==> src/common/ipdc_regs.svh <==
`ifndef IPDC_REGS_SVH
`define IPDC_REGS_SVH

// Register addresses on the external data bus.
`define IPDC_SEL_ADDR        16'hff62
`define IPDC_POR_ADDR        16'hff63
`define IPDC_MISC_ADDR       16'hfe81
// Select register fields.
`define IPDC_SEL_BUS_CLK     0
`define IPDC_SEL_FABRIC_CLK  1
`define IPDC_SEL_GLOBAL_BUFFER_NOTIFY_BIT        2
`define IPDC_SEL_RING_OSC    3
`define IPDC_SEL_CRYSTAL     4
`define IPDC_SEL_PINS        5
`define IPDC_SEL_WMASK       8'h3f
`define IPDC_SEL_RESET       8'h00
// Guard register and clock select fields.
`define IPDC_POR_DIS_BIT     0
`define IPDC_POR_RESET       8'h00
`define IPDC_MISC_SEL_BIT    0
`define IPDC_MISC_RESET      8'h00
// Power control bits.
`define IPDC_IDLE_BIT        0
`define IPDC_PD_BIT          1
`define IPDC_PROCESSOR_POWER_CONTROL_RESET      8'h30
// Watchdog reset follows time-out by this many clock periods.
`define IPDC_WDOG_GRACE      10'd512
`define IPDC_PC_RESET        16'h0000

`endif

==> src/common/ipdc_pkg.sv <==
package ipdc_pkg;
  typedef enum logic [1:0] {
    IPDC_RUN,
    IPDC_IDLE,
    IPDC_PDOWN
  } ipdc_mode_t;
endpackage

==> src/hdl/ipdc_clock_gate.sv <==
`timescale 1ns/1ps
`include "ipdc_regs.svh"

// Latch-free glitchless gate: enable changes only while clk_in is low.
module ipdc_clock_gate (
  input  wire logic clk_in,
  input  wire logic en,
  input  wire logic hold_high,
  output logic      clk_out
);
  logic en_reg;

  always_ff @(negedge clk_in) begin
    en_reg <= en;
  end

  assign clk_out = hold_high ? 1'b1 : (clk_in & en_reg);
endmodule // ipdc_clock_gate

==> src/hdl/ipdc_power_ctrl.sv <==
`timescale 1ns/1ps
`include "ipdc_regs.svh"

// How it works
// - Writing the idle bit of the power control register enters idle.
// - Idle stops only the processor clock; peripherals keep their clock.
// - Idle freezes processor state; other registers keep their contents.
// - An enabled interrupt clears idle; service runs, then next instruction.
// - Any reset source ends idle.
// - Reset from idle restarts at address zero, without the next instruction.
// - Watchdog time-out in idle wakes; reset follows 512 clocks later.
// - Writing the power-down bit enters power-down.
// - Select bit 0 blocks the bus clock during power-down.
// - Select bit 1 blocks the fabric bus clock during power-down.
// - Select bit 2 signals power-down to every global buffer.
// - Select bit 3 shuts off the ring oscillator during power-down.
// - Select bit 4 blocks the crystal and holds the bus clock high.
// - Select bit 5 signals power-down to every programmable pin.
// - Guard bit 0 disables power-on reset circuitry during power-down.
// - Selected gating acts as soon as power-down is entered.
// - After crystal shutdown, waking selects the ring oscillator.
// - Clock select bit 0: clear picks ring oscillator, set picks crystal.
// - Level external interrupt, enabled globally, restarts clock; exits on release.
// - A wake interrupt clears the power-down bit, re-enabling blocked circuits.
module ipdc_power_ctrl (
  input  wire logic        clk,
  input  wire logic        rst,
  input  wire logic [15:0] bus_addr,
  input  wire logic [7:0]  bus_wdata,
  input  wire logic        bus_wr,
  input  wire logic        bus_rd,
  output logic      [7:0]  bus_rdata,
  input  wire logic        processor_power_control_wr,
  input  wire logic [7:0]  processor_power_control_wdata,
  output logic      [7:0]  processor_power_control,
  input  wire logic        irq_pending,
  input  wire logic        wake_interrupt_a,
  input  wire logic        wake_interrupt_b,
  input  wire logic        wake_a_enabled,
  input  wire logic        wake_b_enabled,
  input  wire logic        wake_a_level,
  input  wire logic        wake_b_level,
  input  wire logic        global_irq_enable,
  input  wire logic        ext_reset_n,
  input  wire logic        por_event,
  input  wire logic        application_reset_sideband,
  input  wire logic        wdog_timeout,
  input  wire logic        wdog_enabled,
  input  wire logic        wdog_reset_enabled,
  input  wire logic        wdog_restart,
  output logic             wdog_irq,
  output logic             mcu_reset,
  output logic             cpu_clk,
  output logic             cpu_hold,
  output logic             bus_clk,
  output logic             fabric_bus_clk,
  output logic             global_buffer_pd,
  output logic             programmable_pin_pd,
  output logic             ring_osc_off,
  output logic             crystal_off,
  output logic             por_disable,
  output logic             clk_source_crystal,
  output logic             pc_force_zero,
  output logic             powered_down
);
  ipdc_pkg::ipdc_mode_t mode_reg;
  logic [7:0]  sel_reg;
  logic [7:0]  por_reg;
  logic [7:0]  misc_reg;
  logic        crystal_gate_bit_was_off_reg;
  logic        wdog_arm_reg;
  logic [9:0]  wdog_cnt_reg;
  logic        wdog_rst_reg;
  logic        wake_hold_reg;
  logic        any_reset;
  logic        pd_wake;
  logic        in_pd;

  function automatic logic sel_active(input logic [7:0] sel,
                                      input int bit_idx,
                                      input logic pd);
    sel_active = pd & sel[bit_idx];
  endfunction

  // Level-sensitive, enabled external interrupts are the only power-down wake.
  assign pd_wake = global_irq_enable &
                   ((wake_interrupt_a & wake_a_enabled & wake_a_level) |
                    (wake_interrupt_b & wake_b_enabled & wake_b_level));
  assign any_reset = ~ext_reset_n | por_event | application_reset_sideband
                   | wdog_rst_reg;
  assign in_pd = (mode_reg == ipdc_pkg::IPDC_PDOWN);

  // Mode tracking. Power-down stays while the wake level is held; release exits.
  always_ff @(posedge clk) begin
    if (rst) begin
      mode_reg <= ipdc_pkg::IPDC_RUN;
    end else if (any_reset) begin
      mode_reg <= ipdc_pkg::IPDC_RUN;
    end else begin
      case (mode_reg)
        ipdc_pkg::IPDC_RUN: begin
          if (processor_power_control_wr && processor_power_control_wdata[`IPDC_PD_BIT]) begin
            mode_reg <= ipdc_pkg::IPDC_PDOWN;
          end else if (processor_power_control_wr && processor_power_control_wdata[`IPDC_IDLE_BIT]) begin
            mode_reg <= ipdc_pkg::IPDC_IDLE;
          end
        end
        ipdc_pkg::IPDC_IDLE: begin
          if (irq_pending || wdog_irq) begin
            mode_reg <= ipdc_pkg::IPDC_RUN;
          end
        end
        ipdc_pkg::IPDC_PDOWN: begin
          if (pd_wake) begin
            mode_reg <= ipdc_pkg::IPDC_PDOWN;
          end else if (wake_hold_reg) begin
            mode_reg <= ipdc_pkg::IPDC_RUN;
          end
        end
        default: mode_reg <= ipdc_pkg::IPDC_RUN;
      endcase
    end
  end

  // Remembers that a wake level was seen so its release ends power-down.
  always_ff @(posedge clk) begin
    if (rst || !in_pd) begin
      wake_hold_reg <= 1'b0;
    end else if (pd_wake) begin
      wake_hold_reg <= 1'b1;
    end
  end

  // Power control register view: mode bits clear themselves on wake.
  always_comb begin
    processor_power_control = `IPDC_PROCESSOR_POWER_CONTROL_RESET;
    processor_power_control[`IPDC_IDLE_BIT] =
      (mode_reg == ipdc_pkg::IPDC_IDLE);
    processor_power_control[`IPDC_PD_BIT] = in_pd & ~pd_wake;
  end

  // Register writes; select bits 7 and 6 are never stored.
  always_ff @(posedge clk) begin
    if (rst) begin
      sel_reg  <= `IPDC_SEL_RESET;
      por_reg  <= `IPDC_POR_RESET;
    end else if (bus_wr && bus_addr == `IPDC_SEL_ADDR) begin
      sel_reg <= bus_wdata & `IPDC_SEL_WMASK;
    end else if (bus_wr && bus_addr == `IPDC_POR_ADDR) begin
      por_reg <= bus_wdata & 8'h01;
    end
  end

  // Clock select survives non-power reset sources except in crystal-off power-down; wake or reset there forces ring.
  always_ff @(posedge clk) begin
    if (rst) begin
      misc_reg <= `IPDC_MISC_RESET;
    end else if (in_pd && sel_reg[`IPDC_SEL_CRYSTAL] && !pd_wake
                 && wake_hold_reg) begin
      misc_reg[`IPDC_MISC_SEL_BIT] <= 1'b0;
    end else if (in_pd && sel_reg[`IPDC_SEL_CRYSTAL] && any_reset) begin
      misc_reg[`IPDC_MISC_SEL_BIT] <= 1'b0;
    end else if (bus_wr && bus_addr == `IPDC_MISC_ADDR) begin
      misc_reg <= bus_wdata & 8'h01;
    end
  end

  always_ff @(posedge clk) begin
    if (rst) begin
      crystal_gate_bit_was_off_reg <= 1'b0;
    end else begin
      crystal_gate_bit_was_off_reg <= sel_active(sel_reg, `IPDC_SEL_CRYSTAL, in_pd);
    end
  end

  always_ff @(posedge clk) begin
    if (rst) begin
      bus_rdata <= 8'h00;
    end else if (bus_rd) begin
      case (bus_addr)
        `IPDC_SEL_ADDR:  bus_rdata <= sel_reg & `IPDC_SEL_WMASK;
        `IPDC_POR_ADDR:  bus_rdata <= por_reg;
        `IPDC_MISC_ADDR: bus_rdata <= misc_reg;
        default:         bus_rdata <= 8'h00;
      endcase
    end
  end

  // Watchdog grace window: time-out interrupt, then reset unless restarted.
  always_ff @(posedge clk) begin
    if (rst || wdog_restart || !wdog_enabled) begin
      wdog_arm_reg <= 1'b0;
      wdog_cnt_reg <= 10'd0;
      wdog_rst_reg <= 1'b0;
    end else if (wdog_timeout && !wdog_arm_reg) begin
      wdog_arm_reg <= 1'b1;
      wdog_cnt_reg <= 10'd0;
      wdog_rst_reg <= 1'b0;
    end else if (wdog_arm_reg) begin
      if (wdog_cnt_reg == `IPDC_WDOG_GRACE - 10'd1) begin
        wdog_arm_reg <= 1'b0;
        wdog_rst_reg <= wdog_reset_enabled;
      end else begin
        wdog_cnt_reg <= wdog_cnt_reg + 10'd1;
        wdog_rst_reg <= 1'b0;
      end
    end else begin
      wdog_rst_reg <= 1'b0;
    end
  end

  assign wdog_irq = wdog_enabled & wdog_timeout;

  // Any reset source restarts the processor at the reset vector at once.
  assign mcu_reset = any_reset;
  assign pc_force_zero = any_reset;

  // Freezing state is done by holding the core; its registers simply keep.
  assign cpu_hold = (mode_reg != ipdc_pkg::IPDC_RUN);
  assign powered_down = in_pd;

  // Peripherals stay on bus clock in idle; only the core clock stops.
  ipdc_clock_gate u_cpu_gate (
    .clk_in    (clk),
    .en        (mode_reg == ipdc_pkg::IPDC_RUN || any_reset),
    .hold_high (1'b0),
    .clk_out   (cpu_clk)
  );

  // Gating is combinational on mode so it acts on entry; the wake level
  // releases it early so the oscillator restarts before exit.
  ipdc_clock_gate u_bus_gate (
    .clk_in    (clk),
    .en        (~(sel_active(sel_reg, `IPDC_SEL_BUS_CLK, in_pd)
                  & ~pd_wake)),
    .hold_high (sel_active(sel_reg, `IPDC_SEL_CRYSTAL, in_pd)
                & ~pd_wake & ~any_reset),
    .clk_out   (bus_clk)
  );

  ipdc_clock_gate u_fabric_gate (
    .clk_in    (clk),
    .en        (~(sel_active(sel_reg, `IPDC_SEL_FABRIC_CLK, in_pd)
                  & ~pd_wake)),
    .hold_high (1'b0),
    .clk_out   (fabric_bus_clk)
  );

  assign global_buffer_pd =
    sel_active(sel_reg, `IPDC_SEL_GLOBAL_BUFFER_NOTIFY_BIT, in_pd);
  assign programmable_pin_pd =
    sel_active(sel_reg, `IPDC_SEL_PINS, in_pd);
  assign ring_osc_off =
    sel_active(sel_reg, `IPDC_SEL_RING_OSC, in_pd) & ~pd_wake;
  // A reset restarts the crystal together with the held bus clock.
  assign crystal_off =
    sel_active(sel_reg, `IPDC_SEL_CRYSTAL, in_pd) & ~pd_wake
    & ~any_reset;
  assign por_disable = in_pd & por_reg[`IPDC_POR_DIS_BIT];
  // Software must retime memory and wait for the crystal around this switch.
  assign clk_source_crystal = misc_reg[`IPDC_MISC_SEL_BIT]
                              & ~crystal_gate_bit_was_off_reg;
endmodule // ipdc_power_ctrl

==> config.mk <==
export PLATFORM = sky130hd
export DESIGN_NAME = ipdc_power_ctrl
export DESIGN_NICKNAME = d
export VERILOG_FILES = /design/src/common/ipdc_pkg.sv /design/src/hdl/ipdc_clock_gate.sv /design/src/hdl/ipdc_power_ctrl.sv
export VERILOG_INCLUDE_DIRS = /design/src /design/src/common
export SDC_FILE = /design/constraint.sdc
export NUM_CORES = 1
export LEC_CHECK = 0
export BUFFER_PORTS_ARGS = -buffer_cell sky130_fd_sc_hd__buf_2
export CORE_MARGIN = 8
export CORE_UTILIZATION = 42
export CTS_CLUSTER_SIZE = 16
export DETAILED_ROUTE_END_ITERATION = 8
export PLACE_DENSITY_LB_ADDON = 0.25
export SLEW_MARGIN = 20
export SYNTH_ARGS = -nofsm -noshare
export SYNTH_HDL_FRONTEND = slang
export SYNTH_SLANG_ARGS = --single-unit
==> constraint.sdc <==
create_clock -name clk -period 1.64 [get_ports clk]
set_input_delay 0.246 -clock clk [delete_from_list [all_inputs] [get_ports clk]]
set_output_delay 0.246 -clock clk [all_outputs]
set_load 0.05 [all_outputs]
==> impl_summary.log, run 1 <==
[metrics] starting DRC count in detailed routing: 71
[metrics] crit start category: flop
[metrics] final worst-path setup slack: -0.539 ns
[metrics] average detailed-routed wire length per instance: 13.5 microns
[metrics] TritonCTS clock tree: built
[metrics] Worst R2R Start: mode_reg[0]
[metrics] wire length of the first global-routing pass: 7330 microns
[metrics] post-synthesis instance area: 1720 sq um
[metrics] die span in x: 80.0 microns
[metrics] CTS clock-pin slew for the worst setup and hold paths: 0.07 ns
[metrics] required time at the endpoint of the critical path: 1.39 ns
[metrics] clock latency at the later pin of the worst-skew pair: 0.45 ns
[metrics] number of ports placed on the die boundary: 82
[metrics] Worst Hold Class: in2reg
[metrics] placeable core region: 3970 sq um
[metrics] number of buffers and inverters on the critical path: 1
[metrics] internal power consumption: 1.83 mW
[metrics] cell type group with the largest total delay on the critical path: flip-flops
[metrics] relative contribution of combinational cells to total power: 7.3%
[metrics] worst reg-to-reg path cell count: 3
[metrics] final setup violation count: 6
[metrics] unrepaired setup endpoints after global routing: yes
[metrics] aggregate global-route resource usage: 14.6%
[metrics] destination of the worst register-to-register timing path: u_cpu_gate.en_reg
[metrics] max reg flops: 10
[metrics] number of violations of the max-capacitance limit: 0
[metrics] vias in the first global route: 1,723
[metrics] commonest cells after routing, fill and taps aside: buf_2, dfxtp_1, nand2b_1
[metrics] number of warnings reported in the yosys synthesis log: 0
[metrics] count of unresolved DRC violations after routing: 0
[metrics] Final Routed Wirelength: 4520 microns
[metrics] Cell Chain, Critical Path: a32o_2 -> buf_6
[metrics] WHS Path Cells: 3
[metrics] height of the die: 80.0 microns
[metrics] CP max FO: 1
[metrics] maximum number of pins on one net before global-route repair: 26
[metrics] type of the setup path with the least slack: reg2out
[metrics] total power per unit cell area: 1100 nW/um^2
[metrics] post-route ant nets: 0
[metrics] starting utilization of the core area: 43.3%
[metrics] diode count: 0
[metrics] arrival time worst endpoint: 1.93 ns
[metrics] violated checks: setup timing
[metrics] Post-Place Worst Slack: -0.103 ns
[metrics] proportion of synthesized chip area in sequential cells: 38.4%
[metrics] setup tns final: -1.48 ns
[metrics] Leakage: 1.04 nW
[metrics] setup slack, reg-to-reg: 0.04 ns
[metrics] fin nets: 336
[metrics] most common cell after layout, fill and taps aside: buf_2
[metrics] launch point of the worst path: u_bus_gate.en_reg
[metrics] total number of vias: 1,693
[metrics] standard-cell row count: 23
[metrics] remaining global-route overflow: 0
[metrics] Final Skew: 0.0720 ns
[metrics] port buffer count: 65
[metrics] Least-Margin Pin Slew: 0.549 ns
[metrics] type of destination of the critical path: primary output
[metrics] maximum vdd drop: 723 uV
[metrics] Sw Pwr: 848 uW
[metrics] GPL Wtd Cong: 0.812
[metrics] cell count along the critical path: 2
[metrics] Pre-Repair DR Iteration Count: 4
[metrics] hold violation count in the final report: 0
[metrics] DP HPWL: 3490 microns
[metrics] largest incremental delay on the critical path: 0.29 ns
[metrics] overall die area: 6400 sq um
[metrics] max_slew headroom: 63.1%
[metrics] initial antenna violation count: 0
[metrics] part of the power in registers: 30.1%
[metrics] gate count of the mapped netlist: 201
[metrics] number of distinct standard cells referenced by the synthesized netlist: 42
[metrics] P&R area growth vs syn: 41.3%
[metrics] Post-Synthesis Mean Instance Area: 8.55 sq um
[metrics] sw frac: 31.7%
[metrics] total power: 2.68 mW
[metrics] run status: complete, but fails checks
[metrics] detail-routed via count per cell: 5.05
[metrics] flip-flop and latch count after synthesis: 33
[metrics] part of the total power dissipated in the clock network: 62.7%
[metrics] Slowest cell on crit path: dfxtp_1
[metrics] worst hold path endpoint: wdog_rst_reg
[metrics] critical hold path startpoint: wdog_reset_enabled
[metrics] share of layout cells above drive strength 1: 37.9%
[metrics] final max-slew violation count: 0
-- cells by family (layout without fill, tap and decap cells) --
| group | count (synthesis) | after routing | synth area share [%] |
|---|---|---|---|
| other cells | 2 | 8 | 0.437 |
| xor+xnor | 3 | 3 | 1.53 |
| buf+inv | 25 | 103 | 7.86 |
| simple gates | 100 | 100 | 35.8 |
| mux | 10 | 10 | 5.82 |
| flops | 33 | 33 | 38.4 |
| fa+ha+maj | 1 | 1 | 0.728 |
| compound gates | 27 | 27 | 9.39 |
-- per-layer routing --
metal  GRT usage (%)  vias up  wire length (microns)
met2            23.8       44                   2250
met4            8.36        0                     68
li1                -      856                      -
met3            6.98       10                    341
met1            14.9      783                   1860
met5               0        -                      0
-- timing repair --
action,4_1_cts,5_1_grt
hold buffers,0,0
endpoints found under the setup margin,11,12
gates resized for setup,28,8
pin swaps,5,2
cloned,0,0
buffers inserted,1,1
-- cell type report --
class	instances	area [sq um]
sequential	33	666
multi-input combinational	149	993
inverter	10	37.5
tap	50	62.6
clock inverter	6	51.3
clock buffer	13	169
fill	366	1540
timing repair buffer	74	450
-- Yosys cell counts (all sizes together) --
library cell | n | area [sq um]
a2111oi | 1 | 8.76
nor4b | 2 | 23.8
conb | 2 | 7.51
ha | 1 | 12.5
and2 | 6 | 37.5
xor2 | 1 | 8.76
or2 | 1 | 6.26
mux2i | 10 | 100
nor4 | 3 | 33.8
nand3b | 1 | 7.51
nor3b | 3 | 27.5
nand4b | 4 | 35.0
a21boi | 1 | 7.51
and3 | 1 | 6.26
nand3 | 7 | 35.0
a32o | 1 | 10.0
clkbuf | 4 | 15.0
nand2 | 14 | 52.6
a311o | 1 | 10.0
nand4 | 9 | 56.3
and4b | 2 | 20.0
or4b | 1 | 13.8
a21oi | 13 | 65.1
o211ai | 1 | 7.51
or3 | 5 | 31.3
buf | 10 | 78.8
xnor2 | 2 | 17.5
a31oi | 1 | 6.26
inv | 11 | 41.3
a32oi | 1 | 8.76
nor2b | 3 | 18.8
or3b | 1 | 8.76
o31ai | 1 | 7.51
o21ai | 6 | 30.0
nor3 | 8 | 40.0
nand2b | 21 | 131
nor2 | 8 | 30.0
dfxtp | 33 | 661
-- worst register-to-register path, stage by stage, from the launching register on --
cell and delay, ns:
dfxtp_2 0.32, buf_4 0.13, or2_2 0.28, nand2_1 0.06
-- power groups by stage --
stage / sequential (mW) / combinational [mW] / clock (mW)
final: 0.805 / 0.194 / 1.68
after global routing: 0.804 / 0.209 / 1.78
after CTS: 0.805 / 0.194 / 1.71
after detailed placement: 0.822 / 0.187 / 0.432
after global placement: 0.822 / 0.184 / 0.432
after floorplan: 0.822 / 0.124 / 0.376
-- worst max path at each step --
stage | endpoint | slack [ns]
6_report | bus_clk | -0.54
5_1_grt | bus_clk | -0.59
4_1_cts | bus_clk | -0.55
3_5_place_dp | bus_clk | -0.10
3_3_place_gp | bus_clk | -0.10
2_1_floorplan | u_bus_gate.en_reg | -0.14
-- stage by stage --
stage | instances | utilization, % | instance area, sq um | hold WS (ns)
after floorplan | 207 | - | 1770 | 0.377
after global placement | 318 | 53.9 | 2140 | 0.455
after detailed placement | 318 | 53.9 | 2140 | 0.459
after CTS | 334 | 60.7 | 2410 | 0.0747
after global routing | 335 | 61.2 | 2430 | 0.0856
final | 335 | 61.2 | 2430 | 0.0845
Note: power is estimated with default switching activity, not from simulation.
==> run 2, diff against run 1 <==
--- a/config.mk
+++ b/config.mk
@@ -11,6 +11,7 @@
 export CORE_UTILIZATION = 42
 export CTS_CLUSTER_SIZE = 16
 export DETAILED_ROUTE_END_ITERATION = 8
+export MAX_ROUTING_LAYER = met4
 export PLACE_DENSITY_LB_ADDON = 0.25
 export SLEW_MARGIN = 20
 export SYNTH_ARGS = -nofsm -noshare
==> run 2 against run 1 <==
  * The flow still finishes with violations (setup timing)
  * Global-route usage up 0.39 points
  * Sequential power about the same
  * Power about the same
  * Wire length unchanged
  * Clock-buffer cell count unchanged
  * Via count unchanged
  * Cell area up 0.15%
  * First-iteration DRC count up 4.2%
  * Utilization up 0.094 points
  * Combinational power about the same
  * Setup slack worse by 0.0024 ns
==> impl_summary.log, run 2 (synthesis gave the netlist of run 1 again) <==
[metrics] starting DRC count in detailed routing: 74 (+4.2%)
[metrics] cell type group with the largest total delay on the critical path: flip-flops
[metrics] type of destination of the critical path: primary output
[metrics] setup tns final: -1.49 ns (-0.00179 ns)
[metrics] diode count: 0 (unchanged)
[metrics] average detailed-routed wire length per instance: 13.5 microns (unchanged)
[metrics] destination of the worst register-to-register timing path: u_cpu_gate.en_reg
[metrics] Least-Margin Pin Slew: 0.544 ns (-0.00500 ns)
[metrics] Final Routed Wirelength: 4520 microns (unchanged)
[metrics] port buffer count: 65 (unchanged)
[metrics] worst reg-to-reg path cell count: 3 (unchanged)
[metrics] max_slew headroom: 63.5% (+0.34 points)
[metrics] placed cells: 318 (unchanged)
[metrics] unrepaired setup endpoints after global routing: yes
[metrics] Worst R2R Start: mode_reg[0]
[metrics] vias in the first global route: 1,721 (-0.12%)
[metrics] Slowest cell on crit path: dfxtp_1
[metrics] Final Skew: 0.0722 ns (+0.000263 ns)
[metrics] count of unresolved DRC violations after routing: 0 (unchanged)
[metrics] utilization after layout: 61.3% (+0.094 points)
[metrics] violated checks: setup timing
[metrics] total number of vias: 1,693 (unchanged)
[metrics] fin nets: 336 (unchanged)
[metrics] Post-Place Worst Slack: -0.103 ns (unchanged)
[metrics] WHS Path Cells: 3 (unchanged)
[metrics] total power per unit cell area: 1100 nW/um^2 (-0.20%)
[metrics] type of the setup path with the least slack: reg2out
[metrics] post-route insts no fill: 335 (unchanged)
[metrics] required time at the endpoint of the critical path: 1.39 ns (about the same)
[metrics] run status: complete, but fails checks
[metrics] final worst-path setup slack: -0.542 ns (-0.00240 ns)
[metrics] aggregate global-route resource usage: 15.0% (+0.39 points)
[metrics] instance area at placement: 2140 sq um (unchanged)
[metrics] clock latency at the later pin of the worst-skew pair: 0.45 ns (about the same)
[metrics] final cell area excluding filler cells: 2430 sq um (+0.15%)
[metrics] critical hold path startpoint: wdog_reset_enabled
[metrics] remaining global-route overflow: 0 (unchanged)
[metrics] share of layout cells above drive strength 1: 37.9% (unchanged)
[metrics] cell count along the critical path: 2 (unchanged)
[metrics] number of violations of the max-capacitance limit: 0 (unchanged)
[metrics] Pre-Repair DR Iteration Count: 4 (unchanged)
[metrics] setup slack, reg-to-reg: 0.04 ns (about the same)
[metrics] arrival time worst endpoint: 1.94 ns (about the same)
[metrics] max reg flops: 10 (unchanged)
[metrics] GPL Wtd Cong: 0.824 (+1.5%)
[metrics] post-route ant nets: 0 (unchanged)
[metrics] number of ports placed on the die boundary: 82 (unchanged)
[metrics] commonest cells after routing, fill and taps aside: buf_2, dfxtp_1, nand2b_1
[metrics] most common cell after layout, fill and taps aside: buf_2
[metrics] P&R area growth vs syn: 41.6%
[metrics] starting utilization of the core area: 43.3% (unchanged)
[metrics] crit start category: flop
[metrics] DP HPWL: 3490 microns (unchanged)
[metrics] final setup violation count: 6 (unchanged)
[metrics] wire length of the first global-routing pass: 7340 microns (+0.19%)
[metrics] hold violation count in the final report: 0 (unchanged)
[metrics] die span in x: 80.0 microns (unchanged)
[metrics] final max-slew violation count: 0 (unchanged)
[metrics] maximum vdd drop: 722 uV (about the same)
[metrics] placeable core region: 3970 sq um (unchanged)
[metrics] CTS clock-pin slew for the worst setup and hold paths: 0.07 ns (about the same)
[metrics] Cell Chain, Critical Path: a32o_2 -> buf_6
[metrics] standard-cell row count: 23 (unchanged)
[metrics] number of buffers and inverters on the critical path: 1 (unchanged)
[metrics] CP max FO: 1 (unchanged)
[metrics] initial antenna violation count: 0 (unchanged)
[metrics] worst hold path endpoint: wdog_rst_reg
[metrics] largest incremental delay on the critical path: 0.29 ns (about the same)
[metrics] detail-routed via count per cell: 5.05 (unchanged)
[metrics] maximum number of pins on one net before global-route repair: 26 (unchanged)
[metrics] height of the die: 80.0 microns (unchanged)
[metrics] Leakage: 1.05 nW (about the same)
[metrics] Worst Hold Class: in2reg
[metrics] overall die area: 6400 sq um (unchanged)
[metrics] TritonCTS clock tree: built
run 2: cell count changes in the layout (fill, tap and decap cells not counted):
cell,change
buf_4,-1
buf_6,+1
run 2: per-layer routing:
layer  track usage (%)  wire length, microns  vias to the layer above
li1                  -                     -                      856
met1              15.2                  1860                      780
met2              23.8                  2260                       46
met3              6.42                   336                       11
met4              8.18                    70                        0
met5                 -                     0                        -
run 2: final cells by class:
cell class,instances,area [sq um]
fillers,366,1540
inverters,10,37.5
clock inverters,6,51.3
flip-flops and latches,33,666
repair buffers,74,454
clock buffers,13,169
well taps,50,62.6
multi-input cells,149,993
run 2: worst register-to-register path, stage by stage (launching register included):
cell and delay, ns:
dfxtp_2 0.32, buf_4 0.13, or2_2 0.28, nand2_1 0.06
run 2: power by group:
| group | leakage (nW) | switching [mW] | total (mW) | internal, mW |
|---|---|---|---|---|
| registers | 0.267 | 0.00162 | 0.805 | 0.803 |
| logic | 0.638 | 0.119 | 0.194 | 0.0754 |
| clock network | 0.140 | 0.727 | 1.68 | 0.949 |
run 2: worst max-delay path by stage:
stage / start / end / slack [ns]
floorplan: mode_reg[0] / u_bus_gate.en_reg / -0.14
global placement: u_bus_gate.en_reg / bus_clk / -0.10
detailed placement: u_bus_gate.en_reg / bus_clk / -0.10
CTS: u_bus_gate.en_reg / bus_clk / -0.55
global route: u_bus_gate.en_reg / bus_clk / -0.59
finish: u_bus_gate.en_reg / bus_clk / -0.54
run 2: through the flow:
step,hold WS [ns],total power [mW]
after floorplan,0.377,1.32
after global placement,0.455,1.44
after detailed placement,0.459,1.44
after CTS,0.0747,2.71
after global routing,0.0856,2.79
final,0.0848,2.67
run 2: repair_timing:
action / in CTS / in global routing
pin swaps: 5 / 2
hold buffers: 0 / 0
resized for setup: 28 / 9
setup buffers: 1 / 1
setup endpoints to repair: 11 / 12
